`src/t16_pkg.sv`:
```
// Constants, field positions and carrier types of the sixteen-bit timer.
// Assumes one 100 MHz clock and a CPU port that moves one register per access.
`default_nettype none
package t16_pkg;
	// Register addresses on the CPU register port.
	localparam logic [7:0] ADDR_CLOCK_SELECT = 8'h00;
	localparam logic [7:0] ADDR_MODE_CONTROL = 8'h01;
	localparam logic [7:0] ADDR_OUTPUT_CONTROL = 8'h02;
	localparam logic [7:0] ADDR_PORT3_DIRECTION = 8'h03;
	localparam logic [7:0] ADDR_EDGE_MODE = 8'h04;
	localparam logic [7:0] ADDR_SAMPLING_CLOCK = 8'h05;
	localparam logic [7:0] ADDR_COMPARE = 8'h06;
	localparam logic [7:0] ADDR_CAPTURE = 8'h07;
	localparam logic [7:0] ADDR_COUNT = 8'h08;
	// Values after reset.
	localparam logic [7:0] RST_CLOCK_SELECT = 8'h00;
	localparam logic [7:0] RST_MODE_CONTROL = 8'h00;
	localparam logic [7:0] RST_OUTPUT_CONTROL = 8'h00;
	localparam logic [7:0] RST_PORT3_DIRECTION = 8'hff;
	localparam logic [7:0] RST_EDGE_MODE = 8'h00;
	localparam logic [7:0] RST_SAMPLING_CLOCK = 8'h00;
	localparam logic [15:0] RST_COUNT = 16'h0000;
	localparam logic [15:0] RST_COMPARE = 16'hffff;
	localparam logic [15:0] RST_CAPTURE = 16'h0000;
	// Field positions.
	localparam int OVF_BIT = 0;
	localparam int MODE_LSB = 1;
	localparam int CLK_SEL_LSB = 4;
	localparam int OUT_ENABLE_BIT = 0;
	localparam int ACTIVE_LEVEL_BIT = 1;
	localparam int OUT_RESET_BIT = 2;
	localparam int OUT_SET_BIT = 3;
	localparam int EDGE_SEL_LSB = 2;
	localparam int PIN_DIR_BIT = 0;
	// Operating modes, mode select bits 3 to 1.
	localparam logic [2:0] MODE_STOP = 3'h0;
	localparam logic [2:0] MODE_PWM = 3'h1;
	localparam logic [1:0] MODE_FREE = 2'h1;
	localparam logic [1:0] MODE_RESTART = 2'h2;
	localparam logic [1:0] MODE_CLEAR = 2'h3;
	// Count clock codes.
	localparam logic [2:0] CLK_PIN = 3'h0;
	localparam logic [2:0] CLK_DIV1 = 3'h1;
	localparam logic [2:0] CLK_DIV2 = 3'h2;
	localparam logic [2:0] CLK_DIV4 = 3'h3;
	localparam logic [2:0] CLK_DIV8 = 3'h4;
	// Edge select codes.
	localparam logic [1:0] EDGE_FALL = 2'h0;
	localparam logic [1:0] EDGE_RISE = 2'h1;
	localparam logic [1:0] EDGE_BOTH = 2'h3;
	// Sampling clock masks on the prescaler, for codes 0 to 3.
	localparam logic [6:0] SAMPLE_MASK_0 = 7'h00;
	localparam logic [6:0] SAMPLE_MASK_1 = 7'h0f;
	localparam logic [6:0] SAMPLE_MASK_2 = 7'h3f;
	localparam logic [6:0] SAMPLE_MASK_3 = 7'h7f;
	// One CPU register access.
	typedef struct packed {
		logic wr;
		logic rd;
		logic [7:0] addr;
		logic [15:0] wdata;
	} t16_req_t;
endpackage : t16_pkg
`default_nettype wire

```
`src/t16_timer.sv`:
```
// Sixteen-bit timer and event counter with capture, PWM and square-wave output.
// Assumes the CPU port and the input pin are synchronous to ref_clk.
//
// What this block does
// - Output set and reset bits always read back as zero.
// - Reset loads the port 3 direction register with all ones.
// - Edge mode register resets to zero; the fourth external interrupt is falling only.
// - Interval mode clears the count on compare match, interrupts and keeps counting.
// - Interval lasts compare value plus one count clocks.
// - Count clock field picks pin edges, main clock, or main divided by 2, 4, 8.
// - Mode code one gives PWM pulses on the timer output pin.
// - PWM width from upper 14 compare bits; polarity from active level bit.
// - PWM has 14-bit resolution from 2^8 basic and 2^6 sub-cycles.
// - Output enable bit turns the timer output on or off.
// - Free-running mode captures the count on each qualified edge and requests interrupt.
// - Two edge select bits choose rising, falling or both edges.
// - Input is sampled at the chosen rate; an edge needs two equal new samples.
// - Restart mode captures the count, then clears it and counts on.
// - Event mode counts qualified edges and clears with interrupt on compare match.
// - With enable and active level bits set, output toggles on every match outside PWM mode.
// - Output set and reset bits establish the initial output level.
// - Stop mode holds the count at zero, keeps output and raises no match interrupt.
// - An edge during a capture read keeps old capture but still requests interrupt.
`timescale 1ns/1ps
`default_nettype none
module t16_timer (
	// Clock, reset and enable
	input wire logic ref_clk,
	input wire logic nrst,
	input wire logic ce,
	// CPU register port
	input wire t16_pkg::t16_req_t cpu_req,
	output logic [15:0] cpu_rdata,
	// Pins
	input wire logic timer_input_pin,
	output logic timer_output_pin,
	output logic timer_output_oe,
	// Interrupt requests
	output logic match_interrupt,
	output logic external_edge_interrupt
);
	logic [7:0] clock_select_register;
	logic [7:0] mode_control_register;
	logic [7:0] output_control_register;
	logic [7:0] port3_direction_register;
	logic [7:0] edge_mode_register;
	logic [7:0] sampling_clock_register;
	logic [15:0] compare_register;
	logic [15:0] capture_register;
	logic [15:0] count_register;
	logic [6:0] prescaler;
	logic sample_prev;
	logic level_filtered;
	logic level_delayed;
	logic output_latch;
	logic [2:0] mode;
	logic [2:0] clk_sel;
	logic [6:0] sample_mask;
	logic sample_tick;
	logic rise;
	logic fall;
	logic valid_edge;
	logic count_tick;
	logic running;
	logic is_match;
	logic capture_mode;
	logic capture_reading;
	logic toggle_event;
	logic [8:0] pwm_width;
	logic pwm_level;
	logic wr_sel_outctl;

	assign mode = mode_control_register[t16_pkg::MODE_LSB +: 3];
	assign clk_sel = clock_select_register[t16_pkg::CLK_SEL_LSB +: 3];
	assign running = (mode != t16_pkg::MODE_STOP);
	assign capture_mode = (mode[2:1] == t16_pkg::MODE_FREE) || (mode[2:1] == t16_pkg::MODE_RESTART);
	assign capture_reading = cpu_req.rd && (cpu_req.addr == t16_pkg::ADDR_CAPTURE);
	assign wr_sel_outctl = cpu_req.wr && (cpu_req.addr == t16_pkg::ADDR_OUTPUT_CONTROL);

	// Register writes.
	always_ff @(posedge ref_clk or negedge nrst) begin
		if (!nrst) begin
			clock_select_register <= t16_pkg::RST_CLOCK_SELECT;
			port3_direction_register <= t16_pkg::RST_PORT3_DIRECTION;
			edge_mode_register <= t16_pkg::RST_EDGE_MODE;
			sampling_clock_register <= t16_pkg::RST_SAMPLING_CLOCK;
			output_control_register <= t16_pkg::RST_OUTPUT_CONTROL;
			compare_register <= t16_pkg::RST_COMPARE;
		end else if (ce && cpu_req.wr) begin
			if (cpu_req.addr == t16_pkg::ADDR_CLOCK_SELECT) begin
				clock_select_register <= cpu_req.wdata[7:0];
			end else if (cpu_req.addr == t16_pkg::ADDR_PORT3_DIRECTION) begin
				port3_direction_register <= cpu_req.wdata[7:0];
			end else if (cpu_req.addr == t16_pkg::ADDR_EDGE_MODE) begin
				edge_mode_register <= cpu_req.wdata[7:0];
			end else if (cpu_req.addr == t16_pkg::ADDR_SAMPLING_CLOCK) begin
				sampling_clock_register <= cpu_req.wdata[7:0];
			end else if (cpu_req.addr == t16_pkg::ADDR_OUTPUT_CONTROL) begin
				// The level bits act as strobes and are never stored.
				output_control_register <= {4'h0, 2'h0, cpu_req.wdata[1:0]};
			end else if (cpu_req.addr == t16_pkg::ADDR_COMPARE) begin
				compare_register <= cpu_req.wdata;
			end
		end
	end

	// Mode register with the sticky overflow flag; an overflow beats a clear.
	always_ff @(posedge ref_clk or negedge nrst) begin
		if (!nrst) begin
			mode_control_register <= t16_pkg::RST_MODE_CONTROL;
		end else if (ce) begin
			if (cpu_req.wr && cpu_req.addr == t16_pkg::ADDR_MODE_CONTROL) begin
				mode_control_register <= {4'h0, cpu_req.wdata[3:1],
					cpu_req.wdata[0]};
			end
			if (running && count_tick && count_register == 16'hffff) begin
				mode_control_register[t16_pkg::OVF_BIT] <= 1'b1;
			end
		end
	end

	// Free prescaler that makes the divided count clocks and sampling ticks.
	always_ff @(posedge ref_clk or negedge nrst) begin
		if (!nrst) begin
			prescaler <= 7'h00;
		end else if (ce) begin
			prescaler <= prescaler + 7'h01;
		end
	end

	always_comb begin
		case (sampling_clock_register[1:0])
			2'h0: sample_mask = t16_pkg::SAMPLE_MASK_0;
			2'h1: sample_mask = t16_pkg::SAMPLE_MASK_1;
			2'h2: sample_mask = t16_pkg::SAMPLE_MASK_2;
			default: sample_mask = t16_pkg::SAMPLE_MASK_3;
		endcase
	end
	assign sample_tick = ((prescaler & sample_mask) == sample_mask);

	// Noise filter: a level is taken only when two samples in a row agree.
	always_ff @(posedge ref_clk or negedge nrst) begin
		if (!nrst) begin
			sample_prev <= 1'b0;
			level_filtered <= 1'b0;
			level_delayed <= 1'b0;
		end else if (ce) begin
			level_delayed <= level_filtered;
			if (sample_tick) begin
				sample_prev <= timer_input_pin;
				if (timer_input_pin == sample_prev) begin
					level_filtered <= timer_input_pin;
				end
			end
		end
	end

	assign rise = level_filtered && !level_delayed;
	assign fall = !level_filtered && level_delayed;
	always_comb begin
		case (edge_mode_register[t16_pkg::EDGE_SEL_LSB +: 2])
			t16_pkg::EDGE_FALL: valid_edge = fall;
			t16_pkg::EDGE_RISE: valid_edge = rise;
			t16_pkg::EDGE_BOTH: valid_edge = rise | fall;
			default: valid_edge = 1'b0;
		endcase
	end

	always_comb begin
		case (clk_sel)
			t16_pkg::CLK_PIN: count_tick = valid_edge;
			t16_pkg::CLK_DIV1: count_tick = 1'b1;
			t16_pkg::CLK_DIV2: count_tick = prescaler[0];
			t16_pkg::CLK_DIV4: count_tick = &prescaler[1:0];
			t16_pkg::CLK_DIV8: count_tick = &prescaler[2:0];
			default: count_tick = 1'b0;
		endcase
	end

	assign is_match = running && count_tick && (count_register == compare_register);

	// Count register.
	always_ff @(posedge ref_clk or negedge nrst) begin
		if (!nrst) begin
			count_register <= t16_pkg::RST_COUNT;
		end else if (ce) begin
			if (!running) begin
				count_register <= t16_pkg::RST_COUNT;
			end else if (mode[2:1] == t16_pkg::MODE_RESTART && valid_edge) begin
				count_register <= t16_pkg::RST_COUNT;
			end else if (mode[2:1] == t16_pkg::MODE_CLEAR && is_match) begin
				// Counting 0 to N before the clear gives N plus one ticks.
				count_register <= t16_pkg::RST_COUNT;
			end else if (count_tick) begin
				count_register <= count_register + 16'h0001;
			end
		end
	end

	// Capture; a read in progress blocks the copy so software sees a whole word.
	always_ff @(posedge ref_clk or negedge nrst) begin
		if (!nrst) begin
			capture_register <= t16_pkg::RST_CAPTURE;
		end else if (ce && running && capture_mode && valid_edge && !capture_reading) begin
			capture_register <= count_register;
		end
	end

	// Interrupt request pulses.
	always_ff @(posedge ref_clk or negedge nrst) begin
		if (!nrst) begin
			match_interrupt <= 1'b0;
			external_edge_interrupt <= 1'b0;
		end else if (ce) begin
			match_interrupt <= is_match;
			external_edge_interrupt <= valid_edge;
		end
	end

	// PWM: basic cycle on the low 8 count bits, fraction spread over 64 sub-cycles.
	assign pwm_width = {1'b0, compare_register[15:8]} +
		{8'h00, (count_register[13:8] < compare_register[7:2])};
	assign pwm_level = ({1'b0, count_register[7:0]} < pwm_width) ^
		output_control_register[t16_pkg::ACTIVE_LEVEL_BIT];

	assign toggle_event = running && (mode != t16_pkg::MODE_PWM) &&
		output_control_register[t16_pkg::OUT_ENABLE_BIT] &&
		output_control_register[t16_pkg::ACTIVE_LEVEL_BIT] &&
		(is_match || (mode[0] && valid_edge));

	// Output latch.
	always_ff @(posedge ref_clk or negedge nrst) begin
		if (!nrst) begin
			output_latch <= 1'b0;
		end else if (ce) begin
			if (wr_sel_outctl && cpu_req.wdata[t16_pkg::OUT_SET_BIT]) begin
				output_latch <= 1'b1;
			end else if (wr_sel_outctl && cpu_req.wdata[t16_pkg::OUT_RESET_BIT]) begin
				output_latch <= 1'b0;
			end else if (toggle_event) begin
				output_latch <= !output_latch;
			end
		end
	end

	// Output pin; driven only while the shared pin is set to output.
	always_ff @(posedge ref_clk or negedge nrst) begin
		if (!nrst) begin
			timer_output_pin <= 1'b0;
			timer_output_oe <= 1'b0;
		end else if (ce) begin
			timer_output_oe <= !port3_direction_register[t16_pkg::PIN_DIR_BIT];
			if (!output_control_register[t16_pkg::OUT_ENABLE_BIT]) begin
				timer_output_pin <= 1'b0;
			end else if (mode == t16_pkg::MODE_PWM) begin
				timer_output_pin <= pwm_level;
			end else begin
				timer_output_pin <= output_latch;
			end
		end
	end

	// Read data, valid the cycle after the read strobe.
	always_ff @(posedge ref_clk or negedge nrst) begin
		if (!nrst) begin
			cpu_rdata <= 16'h0000;
		end else if (ce && cpu_req.rd) begin
			if (cpu_req.addr == t16_pkg::ADDR_CLOCK_SELECT) begin
				cpu_rdata <= {8'h00, clock_select_register};
			end else if (cpu_req.addr == t16_pkg::ADDR_MODE_CONTROL) begin
				cpu_rdata <= {8'h00, mode_control_register};
			end else if (cpu_req.addr == t16_pkg::ADDR_OUTPUT_CONTROL) begin
				cpu_rdata <= {8'h00, output_control_register};
			end else if (cpu_req.addr == t16_pkg::ADDR_PORT3_DIRECTION) begin
				cpu_rdata <= {8'h00, port3_direction_register};
			end else if (cpu_req.addr == t16_pkg::ADDR_EDGE_MODE) begin
				cpu_rdata <= {8'h00, edge_mode_register};
			end else if (cpu_req.addr == t16_pkg::ADDR_SAMPLING_CLOCK) begin
				cpu_rdata <= {8'h00, sampling_clock_register};
			end else if (cpu_req.addr == t16_pkg::ADDR_COMPARE) begin
				cpu_rdata <= compare_register;
			end else if (cpu_req.addr == t16_pkg::ADDR_CAPTURE) begin
				cpu_rdata <= capture_register;
			end else if (cpu_req.addr == t16_pkg::ADDR_COUNT) begin
				cpu_rdata <= count_register;
			end else begin
				cpu_rdata <= 16'h0000;
			end
		end
	end
endmodule : t16_timer
`default_nettype wire

```
`config.mk`:
```
export PLATFORM = sky130hd
export DESIGN_NAME = t16_timer
export DESIGN_NICKNAME = d
export VERILOG_FILES = /design/src/t16_pkg.sv /design/src/t16_timer.sv
export SDC_FILE = /design/constraint.sdc
export NUM_CORES = 1
export LEC_CHECK = 0
export ABC_CLOCK_PERIOD_IN_PS = 5100
export CAP_MARGIN = 10
export CORE_UTILIZATION = 62
export DETAILED_ROUTE_END_ITERATION = 8
export DONT_BUFFER_PORTS = 1
export PLACE_DENSITY = 0.78
export SKIP_CTS_REPAIR_TIMING = 1
export SYNTH_ARGS = -nofsm -noshare
export SYNTH_HDL_FRONTEND = slang
export SYNTH_SLANG_ARGS = --single-unit
```
`constraint.sdc`:
```
create_clock -name ref_clk -period 5.1 [get_ports ref_clk]
set_clock_uncertainty 0.15 [all_clocks]
set_input_delay 0.255 -clock ref_clk [delete_from_list [all_inputs] [get_ports ref_clk]]
set_output_delay 0.255 -clock ref_clk [all_outputs]
set_load 0.02 [all_outputs]
```
==> results of run 1 <==
report_power, final:
part	switching, mW	leakage [nW]	internal (mW)
combinational	0.126	1.60	0.0923
sequential	0.0672	1.51	0.987
clock	0.473	0.300	0.759
logic make-up (layout without fill, tap and decap cells):
| logic type | Yosys count | count (layout) | synth area share, % |
|---|---|---|---|
| mux | 86 | 86 | 15.0 |
| compound gates | 117 | 117 | 11.4 |
| flops | 117 | 117 | 45.3 |
| simple gates | 190 | 190 | 15.3 |
| xor+xnor | 42 | 42 | 5.63 |
| fa+ha+maj | 22 | 22 | 4.21 |
| buf+inv | 52 | 77 | 3.27 |
| other cells | 0 | 1 | 0 |
sequential cells by signal, summed over array words and instances (netlist names), 7 cells and up:
signal,cells
compare_register,16
edge_mode_register,8
count_register,16
sampling_clock_register,8
capture_register,16
cpu_rdata,16
clock_select_register,8
prescaler,7
port3_direction_register,8
layer usage:
| metal | vias up | wire (um) | global-route usage [%] |
|---|---|---|---|
| met2 | 244 | 8660 | 51.6 |
| met4 | 0 | 607 | 15.7 |
| met5 | - | 0 | 0 |
| li1 | 2279 | - | - |
| met1 | 2571 | 7010 | 40.6 |
| met3 | 49 | 1240 | 8.11 |
cell type report:
class / instances / area, um^2 / area share [%]
Antenna cell: 1 / 2.50 / 0.0335
Clock buffer: 17 / 414 / 5.54
Clock inverter: 15 / 194 / 2.60
Inverter: 17 / 63.8 / 0.854
Multi-Input combinational cell: 457 / 3370 / 45.1
Sequential cell: 117 / 2960 / 39.6
Tap cell: 136 / 170 / 2.28
Timing Repair Buffer: 28 / 295 / 3.95
synthesized netlist by cell type (all sizes together), types with 2 or more instances:
library cell / number / area (um^2)
or2: 2 / 12.5
and3: 5 / 31.3
nor2b: 6 / 37.5
a32o: 2 / 20.0
mux2: 71 / 803
nor2: 42 / 176
a221oi: 9 / 78.8
nand2b: 5 / 31.3
a22o: 8 / 70.1
a31oi: 2 / 18.8
nand3: 23 / 128
dfrtp: 93 / 2330
mux4: 2 / 45.0
xor2: 28 / 245
nor3: 15 / 96.4
nand3b: 3 / 22.5
a211oi: 6 / 45.0
and2: 3 / 18.8
nor4: 5 / 37.5
dfstp: 24 / 631
o21ai: 46 / 230
a21o: 3 / 22.5
buf: 17 / 82.6
nand2: 58 / 233
a21oi: 25 / 125
nand4: 16 / 106
o22ai: 4 / 25.0
clkbuf: 18 / 67.6
or3: 2 / 12.5
inv: 17 / 63.8
xnor2: 14 / 123
or4: 3 / 22.5
a221o: 2 / 20.0
ha: 22 / 275
a2111oi: 3 / 26.3
mux2i: 13 / 130
critical path, cell delays in order (launching register included):
cell       delay [ps]
dfstp_2           540
inv_1              60
ha_1              290
a21o_1            150
a21oi_1           160
nor2b_1            60
o21ai_0           150
o2bb2ai_1         180
ha_1              240
ha_1              200
nand3_1           150
nor2_1            190
xnor2_1           150
ha_1              280
nand4_1           100
o21ai_0            80
nor3_1            110
o21ai_0           130
mux2i_1           150
nand2_1            60
worst max path at each step:
stage	slack, ps	cells after the start	end	startpoint
global route	1080	19	timer_output_pin	compare_register[3]
global placement	1620	19	timer_output_pin	compare_register[3]
finish	1380	19	timer_output_pin	compare_register[3]
floorplan	1820	19	timer_output_pin	compare_register[3]
CTS	1400	19	timer_output_pin	compare_register[3]
detailed placement	1400	19	timer_output_pin	compare_register[3]
stage by stage:
stage	setup WS [ps]	instances
after floorplan	1820	626
after global placement	1620	728
after detailed placement	1400	728
after CTS	1400	760
after global routing	1080	787
final	1380	788
==> results.sh, run 1 <==
export IMPL_drt_iter0_markers=513
export IMPL_hold_path_class="in -> reg"
export IMPL_dr_pass1_iters=7
export IMPL_die_h_um=105
export IMPL_vias=5143
export IMPL_ff2ff_path_depth=19
export IMPL_ys_ff_latch=117
export IMPL_async_reset_ff_share_pct=100
export IMPL_grt_usage_pct=32.1
export IMPL_vias_per_cell=6.53
export IMPL_cap_violations=0
export IMPL_outcome="finished, violations left"
export IMPL_synth_edff_count=0
export IMPL_regToRegSetupSlack_ps=1380
export IMPL_p_total_mw=2.50
export IMPL_start_util_pct=63.6
export IMPL_endpoint_kind="register"
export IMPL_critPathLaunchType="register"
export IMPL_syn_instance_count=626
export IMPL_rsz0062_at_grt="no"
export IMPL_syn_num_nets=678
export IMPL_die_w_um=105
export IMPL_drtAntennaViolNets=0
export IMPL_wl_per_cell_um=22.2
export IMPL_cp_max_fo=3
export IMPL_final_setup_tns_ps=0
export IMPL_cp_required_ps=5370
export IMPL_max_slew_margin_pct=22.1
export IMPL_postPlaceCellArea_um2=6570
export IMPL_tightest_slew_ps=1160
export IMPL_yosys_warnings=0
export IMPL_clock_path_buffers=2
export IMPL_layout_nets=690
export IMPL_synth_ff_type="dfrtp_1"
export IMPL_core_area_um2=10300
export IMPL_io_buffers=0
export IMPL_grt_first_pass_wirelength_mm=26.6
export IMPL_final_core_util_pct=72.7
export IMPL_mostFrequentLayoutCells="dfrtp_1, mux2_2, nand2_1"
export IMPL_cts_buffers=17
export IMPL_powerDensity_nw_per_um2=335
export IMPL_nFillCells=716
export IMPL_drive_gt1_share_pct=22.3
export IMPL_crit_arrival_ps=3990
export IMPL_whs_ps=-9.28
export IMPL_overflow=0
export IMPL_period_share_pct=72.9
export IMPL_pin_count=50
export IMPL_clock_root_buffer="clkbuf_8"
export IMPL_cts_sinks=117
export IMPL_cts_tree="built"
export IMPL_clk_pin_slew_ps=70
export IMPL_hp_start="cpu_req[2]"
export IMPL_min_to="output_latch"
export IMPL_max_freq_mhz=269
export IMPL_final_common_cell="dfrtp_1"
export IMPL_drv_slew=0
export IMPL_ys_types=59
export IMPL_clk_latency_ps=530
export IMPL_hold_viol=4
export IMPL_avgSynthCellArea_um2=10.4
export IMPL_setup_viol=0
export IMPL_worst_setup_path_type="reg -> reg"
export IMPL_grt_pass1_vias=4982
export IMPL_wl_mm=17.5
export IMPL_h_tree_depth=4
export IMPL_r2r_end="timer_output_pin"
export IMPL_hpwl_mm=11.3
export IMPL_failed_checks="design-rule violations, negative hold slack"
export IMPL_area_growth_pct=14.3
export IMPL_fp_dieArea_um2=11000
export IMPL_synth_area_um2=6540
export IMPL_reg2reg_from="compare_register[3]"
export IMPL_rows=37
export IMPL_gp_congestion=0.903
export IMPL_drc_errors=2
export IMPL_min_period_ps=3720
export IMPL_hold_path_depth=4
export IMPL_fin_area_um2=7470
export IMPL_ys_seq_area_share_pct=45.3
export IMPL_antenna_found_initial=1
export IMPL_max_vdd_ir_drop_uv=372
export IMPL_power_leakage_nw=3.41
export IMPL_grt_max_degree=118
No activity file was read; power rests on OpenSTA's default activity.
==> run 2, diff against run 1 <==
--- a/config.mk
+++ b/config.mk
@@ -5,7 +5,7 @@
 export SDC_FILE = /design/constraint.sdc
 export NUM_CORES = 1
 export LEC_CHECK = 0
-export ABC_CLOCK_PERIOD_IN_PS = 5100
+export ABC_CLOCK_PERIOD_IN_PS = 3800
 export CAP_MARGIN = 10
 export CORE_UTILIZATION = 62
 export DETAILED_ROUTE_END_ITERATION = 8
==> constraint.sdc (replaced) <==
create_clock -name ref_clk -period 3.8 [get_ports ref_clk]
set_clock_uncertainty 0.15 [all_clocks]
set_input_delay 0.19 -clock ref_clk [delete_from_list [all_inputs] [get_ports ref_clk]]
set_output_delay 0.19 -clock ref_clk [all_outputs]
set_load 0.02 [all_outputs]
==> run 2 against run 1 <==
The flow finishes with violations (negative hold slack). First-iteration DRC count shrank 14%. Count of clock-buffer cells in the layout grew 2. Maximum frequency grew 5.8%. Flip-flop and latch count is the same. Wire length grew 0.42%. Non-clock buffer count grew 9. Clock power grew 28%. Setup slack lost 1100 ps. Critical path depth is the same. Register-to-register slack lost 1100 ps. Cell count grew 1.0%. Largest power group unchanged.
==> results.sh, run 2 (synthesis results as in run 1) <==
export IMPL_clk_latency_ps=530
export IMPL_rows=37
export IMPL_cp_max_fo=3
export IMPL_hold_path_class="in -> reg"
export IMPL_tightest_slew_ps=1090
export IMPL_clock_path_buffers=2
export IMPL_grt_first_pass_wirelength_mm=26.7
export IMPL_clk_pin_slew_ps=60
export IMPL_setup_viol=0
export IMPL_clock_root_buffer="clkbuf_8"
export IMPL_cts_buffers=17
export IMPL_final_setup_tns_ps=0
export IMPL_whs_ps=-25.5
export IMPL_grt_usage_pct=32.3
export IMPL_max_slew_margin_pct=26.7
export IMPL_period_share_pct=92.5
export IMPL_hold_viol=3
export IMPL_cap_violations=0
export IMPL_pin_count=50
export IMPL_cell_internal_pwr_mw=2.43
export IMPL_critPathLaunchType="register"
export IMPL_layout_nets=699
export IMPL_vias_per_cell=6.57
export IMPL_powerDensity_nw_per_um2=438
export IMPL_dr_pass1_iters=5
export IMPL_worst_setup_path_type="reg -> reg"
export IMPL_antenna_found_initial=0
export IMPL_fp_dieArea_um2=11000
export IMPL_die_w_um=105
export IMPL_antenna_cells=0
export IMPL_io_buffers=0
export IMPL_drc_errors=0
export IMPL_drtAntennaViolNets=0
export IMPL_pwr_share_seq_pct=42.8
export IMPL_switchingPower_mw=0.871
export IMPL_cp_required_ps=4060
export IMPL_drv_slew=0
export IMPL_max_vdd_ir_drop_uv=421
export IMPL_die_h_um=105
export IMPL_final_common_cell="dfrtp_1"
export IMPL_cts_tree="built"
export IMPL_switching_share_pct=26.4
export IMPL_wl_per_cell_um=22.1
export IMPL_min_period_ps=3520
export IMPL_drt_iter0_markers=441
export IMPL_hpwl_mm=11.2
export IMPL_outcome="finished, violations left"
export IMPL_vias=5226
export IMPL_clkPwrFrac_pct=47.9
export IMPL_core_area_um2=10300
export IMPL_postPlaceCellArea_um2=6620
export IMPL_mostFrequentLayoutCells="dfrtp_1, mux2_2, nand2_1"
export IMPL_endpoint_kind="register"
export IMPL_gp_congestion=0.886
export IMPL_nFillCells=692
export IMPL_fin_area_um2=7540
export IMPL_wl_mm=17.6
export IMPL_power_leakage_nw=3.42
export IMPL_p_total_mw=3.30
export IMPL_overflow=0
export IMPL_cts_sinks=117
export IMPL_crit_arrival_ps=3780
export IMPL_h_tree_depth=4
export IMPL_pwr_share_comb_pct=9.3
export IMPL_grt_max_degree=118
export IMPL_max_freq_mhz=284
export IMPL_drive_gt1_share_pct=23.9
export IMPL_start_util_pct=63.6
export IMPL_grt_pass1_vias=5032
export IMPL_area_growth_pct=15.4
export IMPL_failed_checks="negative hold slack"
-- run 2: changes by cell type in the layout (fill, tap and decap cells not counted), sizes merged --
cell and change:
clkinv -1, inv -4, dlygate4sd3 +2, buf +7, diode -1, clkbuf +2, clkinvlp +4, bufinv -1
-- run 2: per-stage QoR --
stage                     hold WS, ps  instances  setup WS, ps  util (%)
after floorplan                  -256        626           516         -
after global placement           -250        734           343      64.4
after detailed placement         -249        734           144      64.4
after CTS                        -802        766          88.7      70.1
after global routing             3.56        796         -1.29      73.4
final                           -25.5        796           284      73.4
-- run 2: path summary, 6_finish.rpt --
| check | startpoint | endpoint | slack (ps) | cells past startpoint |
|---|---|---|---|---|
| setup / recovery | compare_register[3] | timer_output_pin | 280 | 19 |
| hold / removal | cpu_req[16] | cpu_rdata[1] | -30 | 3 |
| setup reg to reg | compare_register[3] | timer_output_pin | 280 | 19 |
| hold reg to reg | sample_prev | sample_prev | 320 | 1 |
| max in group asynchronous | nrst | count_register[9] | 2890 | 2 |
| min in group asynchronous | nrst | count_register[12] | 90 | 2 |
-- run 2: power groups by stage --
stage | clock [mW] | combinational (mW) | sequential (mW)
5_1_grt | 1.65 | 0.338 | 1.42
2_1_floorplan | 0 | 0.200 | 1.41
6_report | 1.58 | 0.307 | 1.41
4_1_cts | 1.60 | 0.235 | 1.41
3_5_place_dp | 0 | 0.232 | 1.43
3_3_place_gp | 0 | 0.217 | 1.43
-- run 2: area by class of cell --
type                            instances  area (um^2)  area share, %
Multi-Input combinational cell        457         3390           45.0
Clock buffer                           19          442           5.86
Inverter                               17         63.8          0.846
Clock inverter                         13          148           1.96
Tap cell                              136          170           2.26
Timing Repair Buffer                   37          368           4.88
Sequential cell                       117         2960           39.2
-- run 2: critical path, cell delays in order (launching register included) --
cell and delay [ps]:
dfstp_2 540, inv_1 70, ha_1 300, a21o_1 160
a21oi_1 130, nor2b_1 60, o21ai_1 150, o2bb2ai_2 140
ha_2 210, ha_2 200, nand3_2 110, nor2_2 110
xnor2_1 140, ha_1 290, nand4_1 110, o21ai_0 80
nor3_1 130, o21ai_1 120, mux2i_1 150, nand2_1 60
-- run 2: per-layer routing --
layer | share of wire [%] | GRT usage, % | vias up
li1 | - | - | 2313
met2 | 48 | 50.1 | 279
met1 | 40 | 40.5 | 2574
met3 | 8.1 | 9.17 | 60
met5 | 0 | 0 | -
met4 | 4.0 | 18.4 | 0
